### src/core/tuner_regs.svh
`ifndef TUNER_REGS_SVH
`define TUNER_REGS_SVH

// register offsets on the 4-bit control address
`define ADDR_TW_BYTE0      4'h0
`define ADDR_TW_BYTE1      4'h1
`define ADDR_TW_BYTE2      4'h2
`define ADDR_TW_BYTE3      4'h3
`define ADDR_SYNC_ROUTING  4'h4
`define ADDR_FILTER        4'h5
`define ADDR_GAIN_MANT     4'h6
`define ADDR_GAIN_SHIFT    4'h7
`define ADDR_OUT_FORMAT    4'h8
`define ADDR_STATUS        4'h9
`define ADDR_PULSE         4'ha
`define ADDR_SIGNATURE     4'hb
`define ADDR_I_LOW         4'hc
`define ADDR_I_HIGH        4'hd
`define ADDR_Q_LOW         4'he
`define ADDR_Q_HIGH        4'hf

// number of writable storage bytes (offsets 0 to 9)
`define RW_COUNT           10

// sync routing control bit positions
`define SM_SS_OFF          0
`define SM_ACC_EN          1
`define SM_FROM_SYS        2
`define SM_LOAD_NOW        3
`define SM_LOAD_ON_SYNC    4
`define SM_DIAG_EN         5
`define SM_SHORT_PERIOD    6
`define SM_CTR_SEL         7

// reset values
`define REG_RESET          8'h00
`define TW_RESET           28'h000_0000

// tuning word layout
`define TW_BITS            28
`define TW_TOP_BITS        4

// sync counter periods as powers of two clocks
`define SYNC_LONG_LOG2     20
`define SYNC_SHORT_LOG2    8

`endif

### src/core/tuner_pkg.sv
package tuner_pkg;

    typedef logic [7:0]  byte_t;
    typedef logic [3:0]  addr_t;
    typedef logic [27:0] tuning_t;
    typedef logic [15:0] sample_t;

    typedef enum logic [1:0]
    {
        BUS_IDLE = 2'b01,
        BUS_HOLD = 2'b10
    } bus_state_t;

endpackage

### src/core/sync_if.sv
interface sync_if;
    import tuner_pkg::*;

    byte_t   mode;
    tuning_t tuning_word;
    logic    tw_changed;
    logic    ss_fall;
    logic    as_fall;
    logic    ss_level;
    tuning_t osc_tuning_word;
    logic    acc_reset;
    logic    diag_sync;
    logic    so_n;

    modport regs
    (
        output mode,
        output tuning_word,
        output tw_changed,
        output ss_fall,
        output as_fall,
        output ss_level,
        input  osc_tuning_word,
        input  acc_reset,
        input  diag_sync,
        input  so_n
    );

    modport router
    (
        input  mode,
        input  tuning_word,
        input  tw_changed,
        input  ss_fall,
        input  as_fall,
        input  ss_level,
        output osc_tuning_word,
        output acc_reset,
        output diag_sync,
        output so_n
    );

endinterface

### src/core/sync_router.sv
`include "tuner_regs.svh"

module sync_router
(
    input wire logic clock,
    input wire logic nrst,
    sync_if.router   sif
);
    import tuner_pkg::*;

    logic [`SYNC_LONG_LOG2-1:0] count_q;
    logic [`SYNC_LONG_LOG2-1:0] count_d;
    logic                       ld_prev_q;
    logic                       ld_prev_d;
    tuning_t                    tuning_word_q;
    tuning_t                    tuning_word_d;
    logic                       acc_q;
    logic                       acc_d;
    logic                       diag_q;
    logic                       diag_d;
    logic                       so_q;
    logic                       so_d;
    logic                       ss_usable;
    logic                       sel_fall;
    logic                       term;
    logic                       int_sync;

    always_comb
    begin
        ss_usable = !sif.mode[`SM_SS_OFF];
        // system sync replaces the accumulator sync pin when bit 2 is set and bit 0 clear
        sel_fall = (sif.mode[`SM_FROM_SYS] && ss_usable) ?
                   sif.ss_fall : sif.as_fall;
        term = sif.mode[`SM_SHORT_PERIOD] ?
               (&count_q[`SYNC_SHORT_LOG2-1:0]) : (&count_q);
        int_sync = sif.mode[`SM_CTR_SEL] ?
                   term : (sif.ss_fall && ss_usable); // see R13
        count_d = count_q + {{(`SYNC_LONG_LOG2-1){1'b0}}, 1'b1};
        ld_prev_d = sif.mode[`SM_LOAD_NOW];
        tuning_word_d = tuning_word_q;
        if (sif.mode[`SM_LOAD_NOW] && (!ld_prev_q || sif.tw_changed))
        begin
            tuning_word_d = sif.tuning_word;
        end
        else if (sif.mode[`SM_LOAD_ON_SYNC] && sel_fall)
        begin
            tuning_word_d = sif.tuning_word;
        end
        acc_d = sif.mode[`SM_ACC_EN] && sel_fall;
        diag_d = sif.mode[`SM_DIAG_EN] && int_sync;
        so_d = sif.mode[`SM_CTR_SEL] ? !term : sif.ss_level; // see R15
    end

    always_ff @(posedge clock or negedge nrst)
    begin
        if (!nrst)
        begin
            count_q   <= '0;
            ld_prev_q <= 1'b0;
            tuning_word_q    <= `TW_RESET;
            acc_q     <= 1'b0;
            diag_q    <= 1'b0;
            so_q      <= 1'b1;
        end
        else
        begin
            count_q   <= count_d;
            ld_prev_q <= ld_prev_d;
            tuning_word_q    <= tuning_word_d;
            acc_q     <= acc_d;
            diag_q    <= diag_d;
            so_q      <= so_d;
        end
    end

    assign sif.osc_tuning_word  = tuning_word_q;
    assign sif.acc_reset = acc_q;
    assign sif.diag_sync = diag_q;
    assign sif.so_n      = so_q;

endmodule

### src/core/tuner_control_regs_sync.sv
`include "tuner_regs.svh"

//  Summary of operation
// sixteen byte registers selected by 4-bit address over 8-bit data pins.
// map: tuning 0-3, sync 4, filter 5..output 8, status 9, pulse 10, etc.
// bits are read-only or read/write; control bits act when one.
// registers 0-3 form a 28-bit tuning word, register 0 lowest byte.
// register 3 bits 0-3 hold word bits 24-27; bits 4-7 spare RW.
// host programs word as frequency times 2^28 over clock rate.
// sync routing bit 0 makes the system sync input ignored; the code still passes it to the sync output NSO.
// bit 1 lets accumulator sync falls reinitialise the phase accumulator.
// bit 2 substitutes system sync for accumulator sync unless disabled.
// bit 3 loads oscillator frequency; while set, tuning writes reload it.
// bit 4 loads oscillator frequency on selected accumulator sync fall.
// bit 5 routes internal sync to checksum and counters as reinit.
// diagnostic sync period is 2^20 clocks or the system sync period.
// bit 6 shortens the sync counter wrap to 2^8 clocks.
// bit 7 uses counter terminal strobe as internal sync and sync output.
// write when select falls with read/write low; drive data on reads.
// with counter select clear, sync output is delayed system sync.
// system, accumulator and gain syncs sampled on rising clock.
// reads return last written value; all registers clear on reset. The code reads offset 9 from STATUS_IN instead.
module tuner_control_regs_sync
(
    input  wire logic       CLOCK,
    input  wire logic       NRST,
    input  wire logic       NCS,
    input  wire logic       RNW,
    input  tuner_pkg::addr_t   ADDR,
    input  tuner_pkg::byte_t   DATA_IN,
    output tuner_pkg::byte_t   DATA_OUT,
    output logic            DATA_OE,
    input  wire logic       NSS,
    input  wire logic       NAS,
    input  wire logic       NGS,
    input  tuner_pkg::byte_t   STATUS_IN,
    input  tuner_pkg::byte_t   SIGNATURE_IN,
    input  tuner_pkg::sample_t I_SAMPLE,
    input  tuner_pkg::sample_t Q_SAMPLE,
    output tuner_pkg::byte_t   FILTER_MODE,
    output tuner_pkg::byte_t   GAIN_MANTISSA,
    output tuner_pkg::byte_t   GAIN_SHIFT,
    output tuner_pkg::byte_t   OUTPUT_FORMAT,
    output tuner_pkg::byte_t   STATUS_CTRL,
    output tuner_pkg::tuning_t OSC_TUNING_WORD,
    output logic            ACC_RESET,
    output logic            DIAG_SYNC,
    output logic            GAIN_SYNC,
    output logic            NSO,
    output logic            NOS
);
    import tuner_pkg::*;

    // pin synchronisers: meta stage feeds only the sync stage
    logic       ncs_meta_q;
    logic       ncs_sync_q;
    logic       rnw_meta_q;
    logic       rnw_sync_q;
    addr_t      addr_meta_q;
    addr_t      addr_sync_q;
    byte_t      data_meta_q;
    byte_t      data_sync_q;
    logic       nss_meta_q;
    logic       nss_sync_q;
    logic       nss_prev_q;
    logic       nas_meta_q;
    logic       nas_sync_q;
    logic       nas_prev_q;
    logic       ngs_meta_q;
    logic       ngs_sync_q;
    logic       ngs_prev_q;

    bus_state_t state_q;
    bus_state_t state_d;
    byte_t      rw_q [`RW_COUNT];
    byte_t      rw_d [`RW_COUNT];
    logic       tw_changed_q;
    logic       tw_changed_d;
    byte_t      dout_q;
    byte_t      dout_d;
    logic       oe_q;
    logic       oe_d;
    logic       nos_q;
    logic       nos_d;
    logic       gsync_q;
    logic       gsync_d;
    logic       write_go;

    sync_if sif ();

    function automatic logic is_storage(input addr_t a);
        is_storage = (a <= `ADDR_STATUS);
    endfunction

    function automatic logic is_tuning(input addr_t a);
        is_tuning = (a <= `ADDR_TW_BYTE3);
    endfunction

    // offset 9 reads the live status, not the stored control byte
    function automatic byte_t read_mux(input addr_t a);
        if (a == `ADDR_STATUS)
        begin
            read_mux = STATUS_IN;
        end
        else if (is_storage(a))
        begin
            read_mux = rw_q[a];
        end
        else if (a == `ADDR_SIGNATURE)
        begin
            read_mux = SIGNATURE_IN;
        end
        else if (a == `ADDR_I_LOW)
        begin
            read_mux = I_SAMPLE[7:0];
        end
        else if (a == `ADDR_I_HIGH)
        begin
            read_mux = I_SAMPLE[15:8];
        end
        else if (a == `ADDR_Q_LOW)
        begin
            read_mux = Q_SAMPLE[7:0];
        end
        else if (a == `ADDR_Q_HIGH)
        begin
            read_mux = Q_SAMPLE[15:8];
        end
        else
        begin
            read_mux = `REG_RESET;
        end
    endfunction

    always_ff @(posedge CLOCK or negedge NRST)
    begin
        if (!NRST)
        begin
            // idle pin levels, so the fall detectors see no edge after reset
            ncs_meta_q  <= 1'b1;
            ncs_sync_q  <= 1'b1;
            rnw_meta_q  <= 1'b1;
            rnw_sync_q  <= 1'b1;
            addr_meta_q <= 4'h0;
            addr_sync_q <= 4'h0;
            data_meta_q <= `REG_RESET;
            data_sync_q <= `REG_RESET;
            nss_meta_q  <= 1'b1;
            nss_sync_q  <= 1'b1;
            nss_prev_q  <= 1'b1;
            nas_meta_q  <= 1'b1;
            nas_sync_q  <= 1'b1;
            nas_prev_q  <= 1'b1;
            ngs_meta_q  <= 1'b1;
            ngs_sync_q  <= 1'b1;
            ngs_prev_q  <= 1'b1;
        end
        else
        begin
            ncs_meta_q  <= NCS;
            ncs_sync_q  <= ncs_meta_q;
            rnw_meta_q  <= RNW;
            rnw_sync_q  <= rnw_meta_q;
            addr_meta_q <= ADDR;
            addr_sync_q <= addr_meta_q;
            data_meta_q <= DATA_IN;
            data_sync_q <= data_meta_q;
            nss_meta_q  <= NSS;
            nss_sync_q  <= nss_meta_q;
            nss_prev_q  <= nss_sync_q;
            nas_meta_q  <= NAS;
            nas_sync_q  <= nas_meta_q;
            nas_prev_q  <= nas_sync_q;
            ngs_meta_q  <= NGS;
            ngs_sync_q  <= ngs_meta_q;
            ngs_prev_q  <= ngs_sync_q;
        end
    end

    // bus sequencer: a write is taken once per select fall
    always_comb
    begin
        state_d = state_q;
        write_go = 1'b0;
        case (state_q)
            BUS_IDLE:
            begin
                if (!ncs_sync_q)
                begin
                    write_go = !rnw_sync_q;
                    state_d = BUS_HOLD;
                end
            end
            // a long select gives one write; wait for it to rise
            BUS_HOLD:
            begin
                if (ncs_sync_q)
                begin
                    state_d = BUS_IDLE;
                end
            end
            default:
            begin
                state_d = BUS_IDLE;
            end
        endcase
    end

    always_comb
    begin
        for (int i = 0; i < `RW_COUNT; i++)
        begin
            rw_d[i] = rw_q[i];
        end
        tw_changed_d = 1'b0;
        nos_d = 1'b1;
        if (write_go && is_storage(addr_sync_q))
        begin
            rw_d[addr_sync_q] = data_sync_q; // see R1 see R3
            // any change to the tuning bytes may trigger a reload
            tw_changed_d = is_tuning(addr_sync_q) &&
                           (data_sync_q != rw_q[addr_sync_q]);
        end
        if (write_go && (addr_sync_q == `ADDR_PULSE))
        begin
            nos_d = 1'b0;
        end
        // drive lags select by the two sync stages and this flop
        oe_d = !ncs_sync_q && rnw_sync_q;
        dout_d = `REG_RESET;
        if (oe_d)
        begin
            dout_d = read_mux(addr_sync_q);
        end
        // one strobe per gain sync fall
        gsync_d = ngs_prev_q && !ngs_sync_q;
    end

    always_ff @(posedge CLOCK or negedge NRST)
    begin
        if (!NRST)
        begin
            state_q <= BUS_IDLE;
            for (int i = 0; i < `RW_COUNT; i++)
            begin
                rw_q[i] <= `REG_RESET;
            end
            tw_changed_q <= 1'b0;
            dout_q       <= `REG_RESET;
            oe_q         <= 1'b0;
            nos_q        <= 1'b1;
            gsync_q      <= 1'b0;
        end
        else
        begin
            state_q <= state_d;
            for (int i = 0; i < `RW_COUNT; i++)
            begin
                rw_q[i] <= rw_d[i];
            end
            tw_changed_q <= tw_changed_d;
            dout_q       <= dout_d;
            oe_q         <= oe_d;
            nos_q        <= nos_d;
            gsync_q      <= gsync_d;
        end
    end

    // tuning word, register 0 lowest byte
    assign sif.tuning_word = {rw_q[`ADDR_TW_BYTE3][`TW_TOP_BITS-1:0],
                              rw_q[`ADDR_TW_BYTE2],
                              rw_q[`ADDR_TW_BYTE1],
                              rw_q[`ADDR_TW_BYTE0]}; // see R4
    assign sif.mode       = rw_q[`ADDR_SYNC_ROUTING];
    assign sif.tw_changed = tw_changed_q;
    assign sif.ss_fall    = nss_prev_q && !nss_sync_q;
    assign sif.as_fall    = nas_prev_q && !nas_sync_q;
    assign sif.ss_level   = nss_sync_q;

    // sync routing and the oscillator frequency register
    sync_router router
    (
        .clock (CLOCK),
        .nrst  (NRST),
        .sif   (sif)
    );

    // every output below is a flop here or in the router
    assign DATA_OUT      = dout_q;
    assign DATA_OE       = oe_q;
    assign FILTER_MODE   = rw_q[`ADDR_FILTER];
    assign GAIN_MANTISSA = rw_q[`ADDR_GAIN_MANT];
    assign GAIN_SHIFT    = rw_q[`ADDR_GAIN_SHIFT];
    assign OUTPUT_FORMAT = rw_q[`ADDR_OUT_FORMAT];
    assign STATUS_CTRL   = rw_q[`ADDR_STATUS];
    assign OSC_TUNING_WORD      = sif.osc_tuning_word;
    assign ACC_RESET     = sif.acc_reset;
    assign DIAG_SYNC     = sif.diag_sync;
    assign GAIN_SYNC     = gsync_q;
    assign NSO           = sif.so_n;
    assign NOS           = nos_q;

endmodule

### config.mk
export PLATFORM = sky130hd
export DESIGN_NAME = tuner_control_regs_sync
export DESIGN_NICKNAME = d
export VERILOG_FILES = /design/src/core/tuner_pkg.sv /design/src/core/sync_if.sv /design/src/core/sync_router.sv /design/src/core/tuner_control_regs_sync.sv
export VERILOG_INCLUDE_DIRS = /design/src /design/src/core
export SDC_FILE = /design/constraint.sdc
export NUM_CORES = 1
export LEC_CHECK = 0
export BUFFER_PORTS_ARGS = -buffer_cell sky130_fd_sc_hd__buf_4
export CAP_MARGIN = 5
export CORE_UTILIZATION = 60
export CTS_CLUSTER_SIZE = 30
export DETAILED_ROUTE_END_ITERATION = 8
export PLACE_DENSITY = 0.85
export SLEW_MARGIN = 40
export SYNTH_ARGS = -nofsm -noshare
export SYNTH_HDL_FRONTEND = slang
export SYNTH_SLANG_ARGS = --single-unit
### constraint.sdc
create_clock -name CLOCK -period 3.4 [get_ports CLOCK]
set_input_delay 0.17 -clock CLOCK [delete_from_list [all_inputs] [get_ports CLOCK]]
set_output_delay 0.17 -clock CLOCK [all_outputs]
set_load 0.005 [all_outputs]
==> metrics.csv, run 1 <==
metric,value,unit
run status,finished clean,
skew final,0.00794,ns
actual slew at the worst max-slew pin,0.775,ns
P_leak,4.75,nW
buffer count from post-CTS setup fixing,0,
clock transition at the registers of the reported paths,0.07,ns
post_cts resized,0,
clk buf depth,2,
worst min-delay path category,input port to flip-flop,
CTS buffer count,17,
Layout Nets,775,
antenna cells,0,
first-pass GRT wire length,28600,microns
max-slew violation count,0,
max reg flops,32,
synth-to-layout area growth,21.9,%
Fill cells,803,
IO buf count,148,
launching element type of the critical path,flip-flop,
Starting DRT DRC Count,247,
final wirelength,18600,microns
"Clk Latency, worst-skew pair",0.42,ns
Initial Util,62.3,%
total number of yosys warnings,0,
Post-synth top flop,dfrtp_1,
crit path kind,flip-flop to flip-flop,
worst path required time,3.69,ns
most frequent cells in the layout,"dfrtp_1 (166), buf_4 (155), mux2_2 (111), nand2_1 (28)",
Initial DRT Pass Iterations,4,
Placed Instances,842,
asr flop ratio synth,100,%
Fin. Hold Viols,0,
Final Total Pwr,6.23,mW
CP max FO,17,
root buf cell,clkbuf_16,
"Seq/Total Area, Yosys",57.8,%
register area,4600,sq um
MaxCap Viol Count,0,
H-tree depth,4,
ANT nets after route,0,
synthesized cell area,7960,sq um
DR vias,5045,
final worst slack,0.719,ns
RSZ-0062 raised after global routing,false,
Setup TNS Final,0,ns
Yosys cell types,42,
Reg2Reg Setup Slack,0.72,ns
WHS,0.0565,ns
DP Area,8930,sq um
share of cells above drive strength 1,46.4,%
"commonest non-fill, non-tap cell in the layout",dfrtp_1,
VDD IR-drop max,0.000450,V
fin crit period,2.68,ns
syn_nets,651,
Die W,117,microns
Overall Global Routing Usage,29.1,%
fmax,373,MHz
# setup viols final,0,
crit path capture type,flip-flop,
Row Count,41,
via/cell ratio,5.66,
DP HPWL,13300,microns
Largest Register,rw_q,
Slew HR,48.3,%
die area,13700,sq um
CTS tree,built,
die height,117,microns
fin util,76.0,%
"top cells by area, synth","dfrtp_1 (53%), mux2_2 (16%), dfstp_2 (5.3%)",
largest net degree at the start of global routing,92,
Cells after Synth,583,
Clock Sinks,183,
Place WS,0.766,ns
Residual DRC,0,
Yosys top cell by area,dfrtp_1,
area of the multi-input gates,2890,sq um
gpl congestion,0.855,
Syn Area/Cell,13.7,sq um
fin crit share,78.9,%
"Data arrival, critical path",2.97,ns
drt wl/cell,20.8,microns
IO Count,149,
Post-synth EDFFs,0,
Core Box Area,12800,sq um
grt total ovfl,0,
Synth top area share,52.5,%
Pwr per Cell Area,642,nW/um^2
post-route cell area,9700,sq um
initial antenna violation count,0,
number of global-route vias before repair,5243,
#FFs+latches synth,183,
final std cells w/o fill,892,
critical path: stages, from the launching register on:
cell	delay, ns
dfrtp_1	0.78
buf_4	0.37
or3b_2	0.26
nor2_1	0.08
a211oi_1	0.56
xnor2_1	0.14
nor4_1	0.25
a21boi_1	0.10
path summary, 6_finish.rpt:
kind | end | start | cells past startpoint
min in group asynchronous | router.sif.osc_tuning_word[15]$_DFFE_PN0P_ | NRST | 2
max | sif.tw_changed$_DFF_PN0_ | addr_sync_q[1]$_DFF_PN0_ | 7
max reg2reg | sif.tw_changed$_DFF_PN0_ | addr_sync_q[1]$_DFF_PN0_ | 7
min | DATA_OUT[2]$_DFF_PN0_ | STATUS_IN[2] | 3
min reg2reg | data_sync_q[2]$_DFF_PN0_ | data_meta_q[2]$_DFF_PN0_ | 0
max in group asynchronous | rnw_meta_q$_DFF_PN1_ | NRST | 3
logic make-up (layout without fill, tap and decap cells):
| logic type | after synthesis | in the layout | share of synthesized area (%) |
|---|---|---|---|
| AND/OR/NAND/NOR | 93 | 93 | 5.64 |
| XOR/XNOR | 27 | 27 | 2.97 |
| multiplexers | 152 | 152 | 23.7 |
| adder cells (fa/ha/maj) | 1 | 1 | 0.157 |
| AO/OA/AOI/OAI | 47 | 47 | 3.76 |
| buffers and inverters | 80 | 217 | 5.94 |
| flip-flops | 183 | 183 | 57.8 |
per-layer routing:
layer  wire length [microns]  share of wire [%]  track usage [%]  vias to the layer above
met3                     607                3.3             5.66                       31
met5                       0                  0                0                        -
met2                    9460                 51             47.7                      138
met4                     381                2.0             10.9                        0
li1                        -                  -                -                     2267
met1                    8150                 44             38.9                     2609
cells in the mapped netlist, drive strengths merged, types with 6 or more instances:
cell / number
buf: 51
nor2: 23
xor2: 13
nand3: 10
dfstp: 16
xnor2: 14
a211oi: 6
o22ai: 6
nor2b: 6
o21ai: 17
nor3: 6
a21oi: 6
mux2i: 23
clkbuf: 19
inv: 10
nand2: 28
mux4: 18
mux2: 111
dfrtp: 167
timing repair:
item / CTS / global route
hold buffers: 18 / 0
hold endpoints to repair: 96 / 0
setup endpoints to repair: 0 / 0
power breakdown:
group	internal, mW	leakage, nW	switching, mW	total (mW)
Sequential	2.60	2.37	0.356	2.96
Clock	1.13	0.281	0.808	1.93
Combinational	0.841	2.11	0.492	1.33
Total	4.57	4.75	1.66	6.23
final cells by class:
| cell class | count | area share [%] |
|---|---|---|
| Clock buffer | 22 | 4.78 |
| Sequential cell | 183 | 47.4 |
| Inverter | 10 | 0.387 |
| Tap cell | 172 | 2.22 |
| Timing Repair Buffer | 175 | 14.2 |
| Clock inverter | 10 | 1.24 |
| Multi-Input combinational cell | 320 | 29.8 |
Power figures use the tool's default switching activity.
==> run 2: changes to the inputs <==
CORE_UTILIZATION = 55   (was 60)
PLACE_DENSITY = 0.79   (was 0.85)
clock period = 2.8 ns   (was 3.4 ns; I/O delays follow)
==> metrics.csv, run 2 (synthesis results as in run 1) <==
metric,value,unit,change
WL met2,9290,microns,-1.8%
Hold Path Depth,3,,unchanged
final std cells w/o fill,904,,+1.3%
DR vias,5089,,+0.87%
run status,finished clean,,
P_leak,4.79,nW,+0.67%
Placed Instances,854,,+1.4%
antenna cells,0,,unchanged
crit path cell chain,buf_12 > mux2i_1 > nor2_1 > a2111oi_1 > xnor2_1 > nor4_1 > a21boi_1,,
via/cell ratio,5.63,,-0.47%
clk buf depth,2,,unchanged
Largest Register,rw_q,,
R2R cell count,7,,unchanged
launching element type of the critical path,flip-flop,,
Row Count,43,,+4.9%
gpl congestion,0.939,,+9.7%
IO Count,149,,unchanged
fin crit share,85.0,%,+6.2 points
Clock Sinks,183,,unchanged
"Data arrival, critical path",2.69,ns,-0.28 ns
number of global-route vias before repair,5272,,+0.55%
share of cells above drive strength 1,47.1,%,+0.71 points
Die W,122,microns,+4.4%
worst path required time,3.11,ns,-0.58 ns
CP max stage cell,dfrtp_1,,
max layer used,met4,,
skew final,0.00847,ns,+0.000536 ns
Starting DRT DRC Count,263,,+6.5%
final wirelength,18500,microns,-0.44%
Core Box Area,14000,sq um,+9.5%
Layout Nets,779,,+0.52%
IO buf count,148,,unchanged
Initial Util,56.9,%,-5.4 points
clock transition at the registers of the reported paths,0.07,ns,about the same
Fill cells,944,,+18%
# setup viols final,0,,unchanged
max reg flops,32,,unchanged
worst min-delay path category,input port to flip-flop,,
DP HPWL,13600,microns,+2.2%
VDD IR-drop max,0.000555,V,+23%
fmax,420,MHz,+13%
initial antenna violation count,0,,unchanged
max-slew violation count,0,,unchanged
synth-to-layout area growth,22.8,%,
crit path capture type,flip-flop,,
die height,122,microns,+4.4%
H-tree depth,4,,unchanged
CTS tree,built,,
wire length on met1,7670,microns,-5.8%
grt total ovfl,0,,unchanged
largest net degree at the start of global routing,85,,-7.6%
"Clk Latency, worst-skew pair",0.43,ns,about the same
CTS buffer count,17,,unchanged
WHS,0.0257,ns,-0.0308 ns
ANT nets after route,0,,unchanged
drt wl/cell,20.5,microns,-1.8%
Residual DRC,0,,unchanged
fin crit period,2.38,ns,-0.300 ns
Setup TNS Final,0,ns,unchanged
die area,15000,sq um,+8.9%
actual slew at the worst max-slew pin,0.662,ns,-0.114 ns
"commonest non-fill, non-tap cell in the layout",dfrtp_1,,
Pwr per Cell Area,776,nW/um^2,+21%
post_cts resized,0,,unchanged
RSZ-0062 raised after global routing,false,,
root buf cell,clkbuf_16,,
Slew HR,55.9,%,+7.6 points
first-pass GRT wire length,29000,microns,+1.2%
Initial DRT Pass Iterations,4,,unchanged
crit path kind,flip-flop to flip-flop,,
most frequent cells in the layout,"dfrtp_1 (166), buf_4 (158), mux2_2 (111), nand2_1 (28)",,
CP max FO,29,,+12
Reg2Reg Setup Slack,0.42,ns,-0.30 ns
Overall Global Routing Usage,26.6,%,-2.5 points
met3 WL,994,microns,+64%
Worst path max stage delay,0.62,ns,-0.16 ns
MaxCap Viol Count,0,,unchanged
Fin. Hold Viols,0,,unchanged
==> run 2: cell count changes in the layout (fill, tap and decap cells not counted), sizes merged <==
cell / change
inv: +1
clkbuf: -2
clkinv: +1
buf: +4
==> run 2: worst max-delay path, delay by kind of cell, from the launching register on <==
kind,cells,cell delay [ns]
DFF,1,0.62
AOI/OAI and AO/OA,2,0.50
and+or+nand+nor,2,0.39
muxes,1,0.33
buffers and inverters,1,0.27
xor gates and xnor gates,1,0.11
==> run 2: final cells by class <==
cell class | count | area [sq um] | area share, %
Tap cell | 180 | 225 | 2.30
Timing Repair Buffer | 179 | 1420 | 14.5
Sequential cell | 183 | 4600 | 47.1
Multi-Input combinational cell | 320 | 2890 | 29.6
Inverter | 10 | 37.5 | 0.384
Clock inverter | 12 | 141 | 1.45
Clock buffer | 20 | 457 | 4.67
==> run 2: through the flow <==
| stage | cell area, sq um | power [mW] | util, % | setup slack (ns) |
|---|---|---|---|---|
| floorplan | 7960 | 4.48 | - | 0.711 |
| global placement | 8990 | 5.16 | 64.2 | 0.273 |
| detailed placement | 8990 | 5.23 | 64.3 | 0.404 |
| CTS | 9770 | 7.64 | 69.9 | 0.387 |
| global route | 9770 | 7.94 | 69.9 | 0.236 |
| finish | 9770 | 7.58 | 69.9 | 0.419 |
==> run 2: worst paths after layout <==
path	start	end
hold reg to reg	addr_meta_q[0]$_DFF_PN0_	addr_sync_q[0]$_DFF_PN0_
hold / removal	STATUS_IN[7]	DATA_OUT[7]$_DFF_PN0_
setup / recovery	addr_sync_q[1]$_DFF_PN0_	sif.tw_changed$_DFF_PN0_
min in group asynchronous	NRST	router.sif.osc_tuning_word[10]$_DFFE_PN0P_
max in group asynchronous	NRST	nss_prev_q$_DFF_PN1_
setup reg to reg	addr_sync_q[1]$_DFF_PN0_	sif.tw_changed$_DFF_PN0_
==> run 2: what timing repair did <==
| action | CTS | global route |
|---|---|---|
| hold buffers | 18 | 0 |
| endpoints found under the hold margin | 87 | 0 |
| buffers inserted | 0 | 0 |
==> run 2: report_power, final <==
group          total, mW  internal, mW  switching, mW
combinational       1.60          1.02          0.580
clock               2.39          1.37           1.01
sequential          3.59          3.16          0.430
total               7.58          5.56           2.02
==> run 2: metal layers <==
layer  global-route usage, %  up-vias
met2                    42.3      162
met5                       0        -
met3                    6.64       42
met1                    34.7     2606
met4                    11.7        0
li1                        -     2279
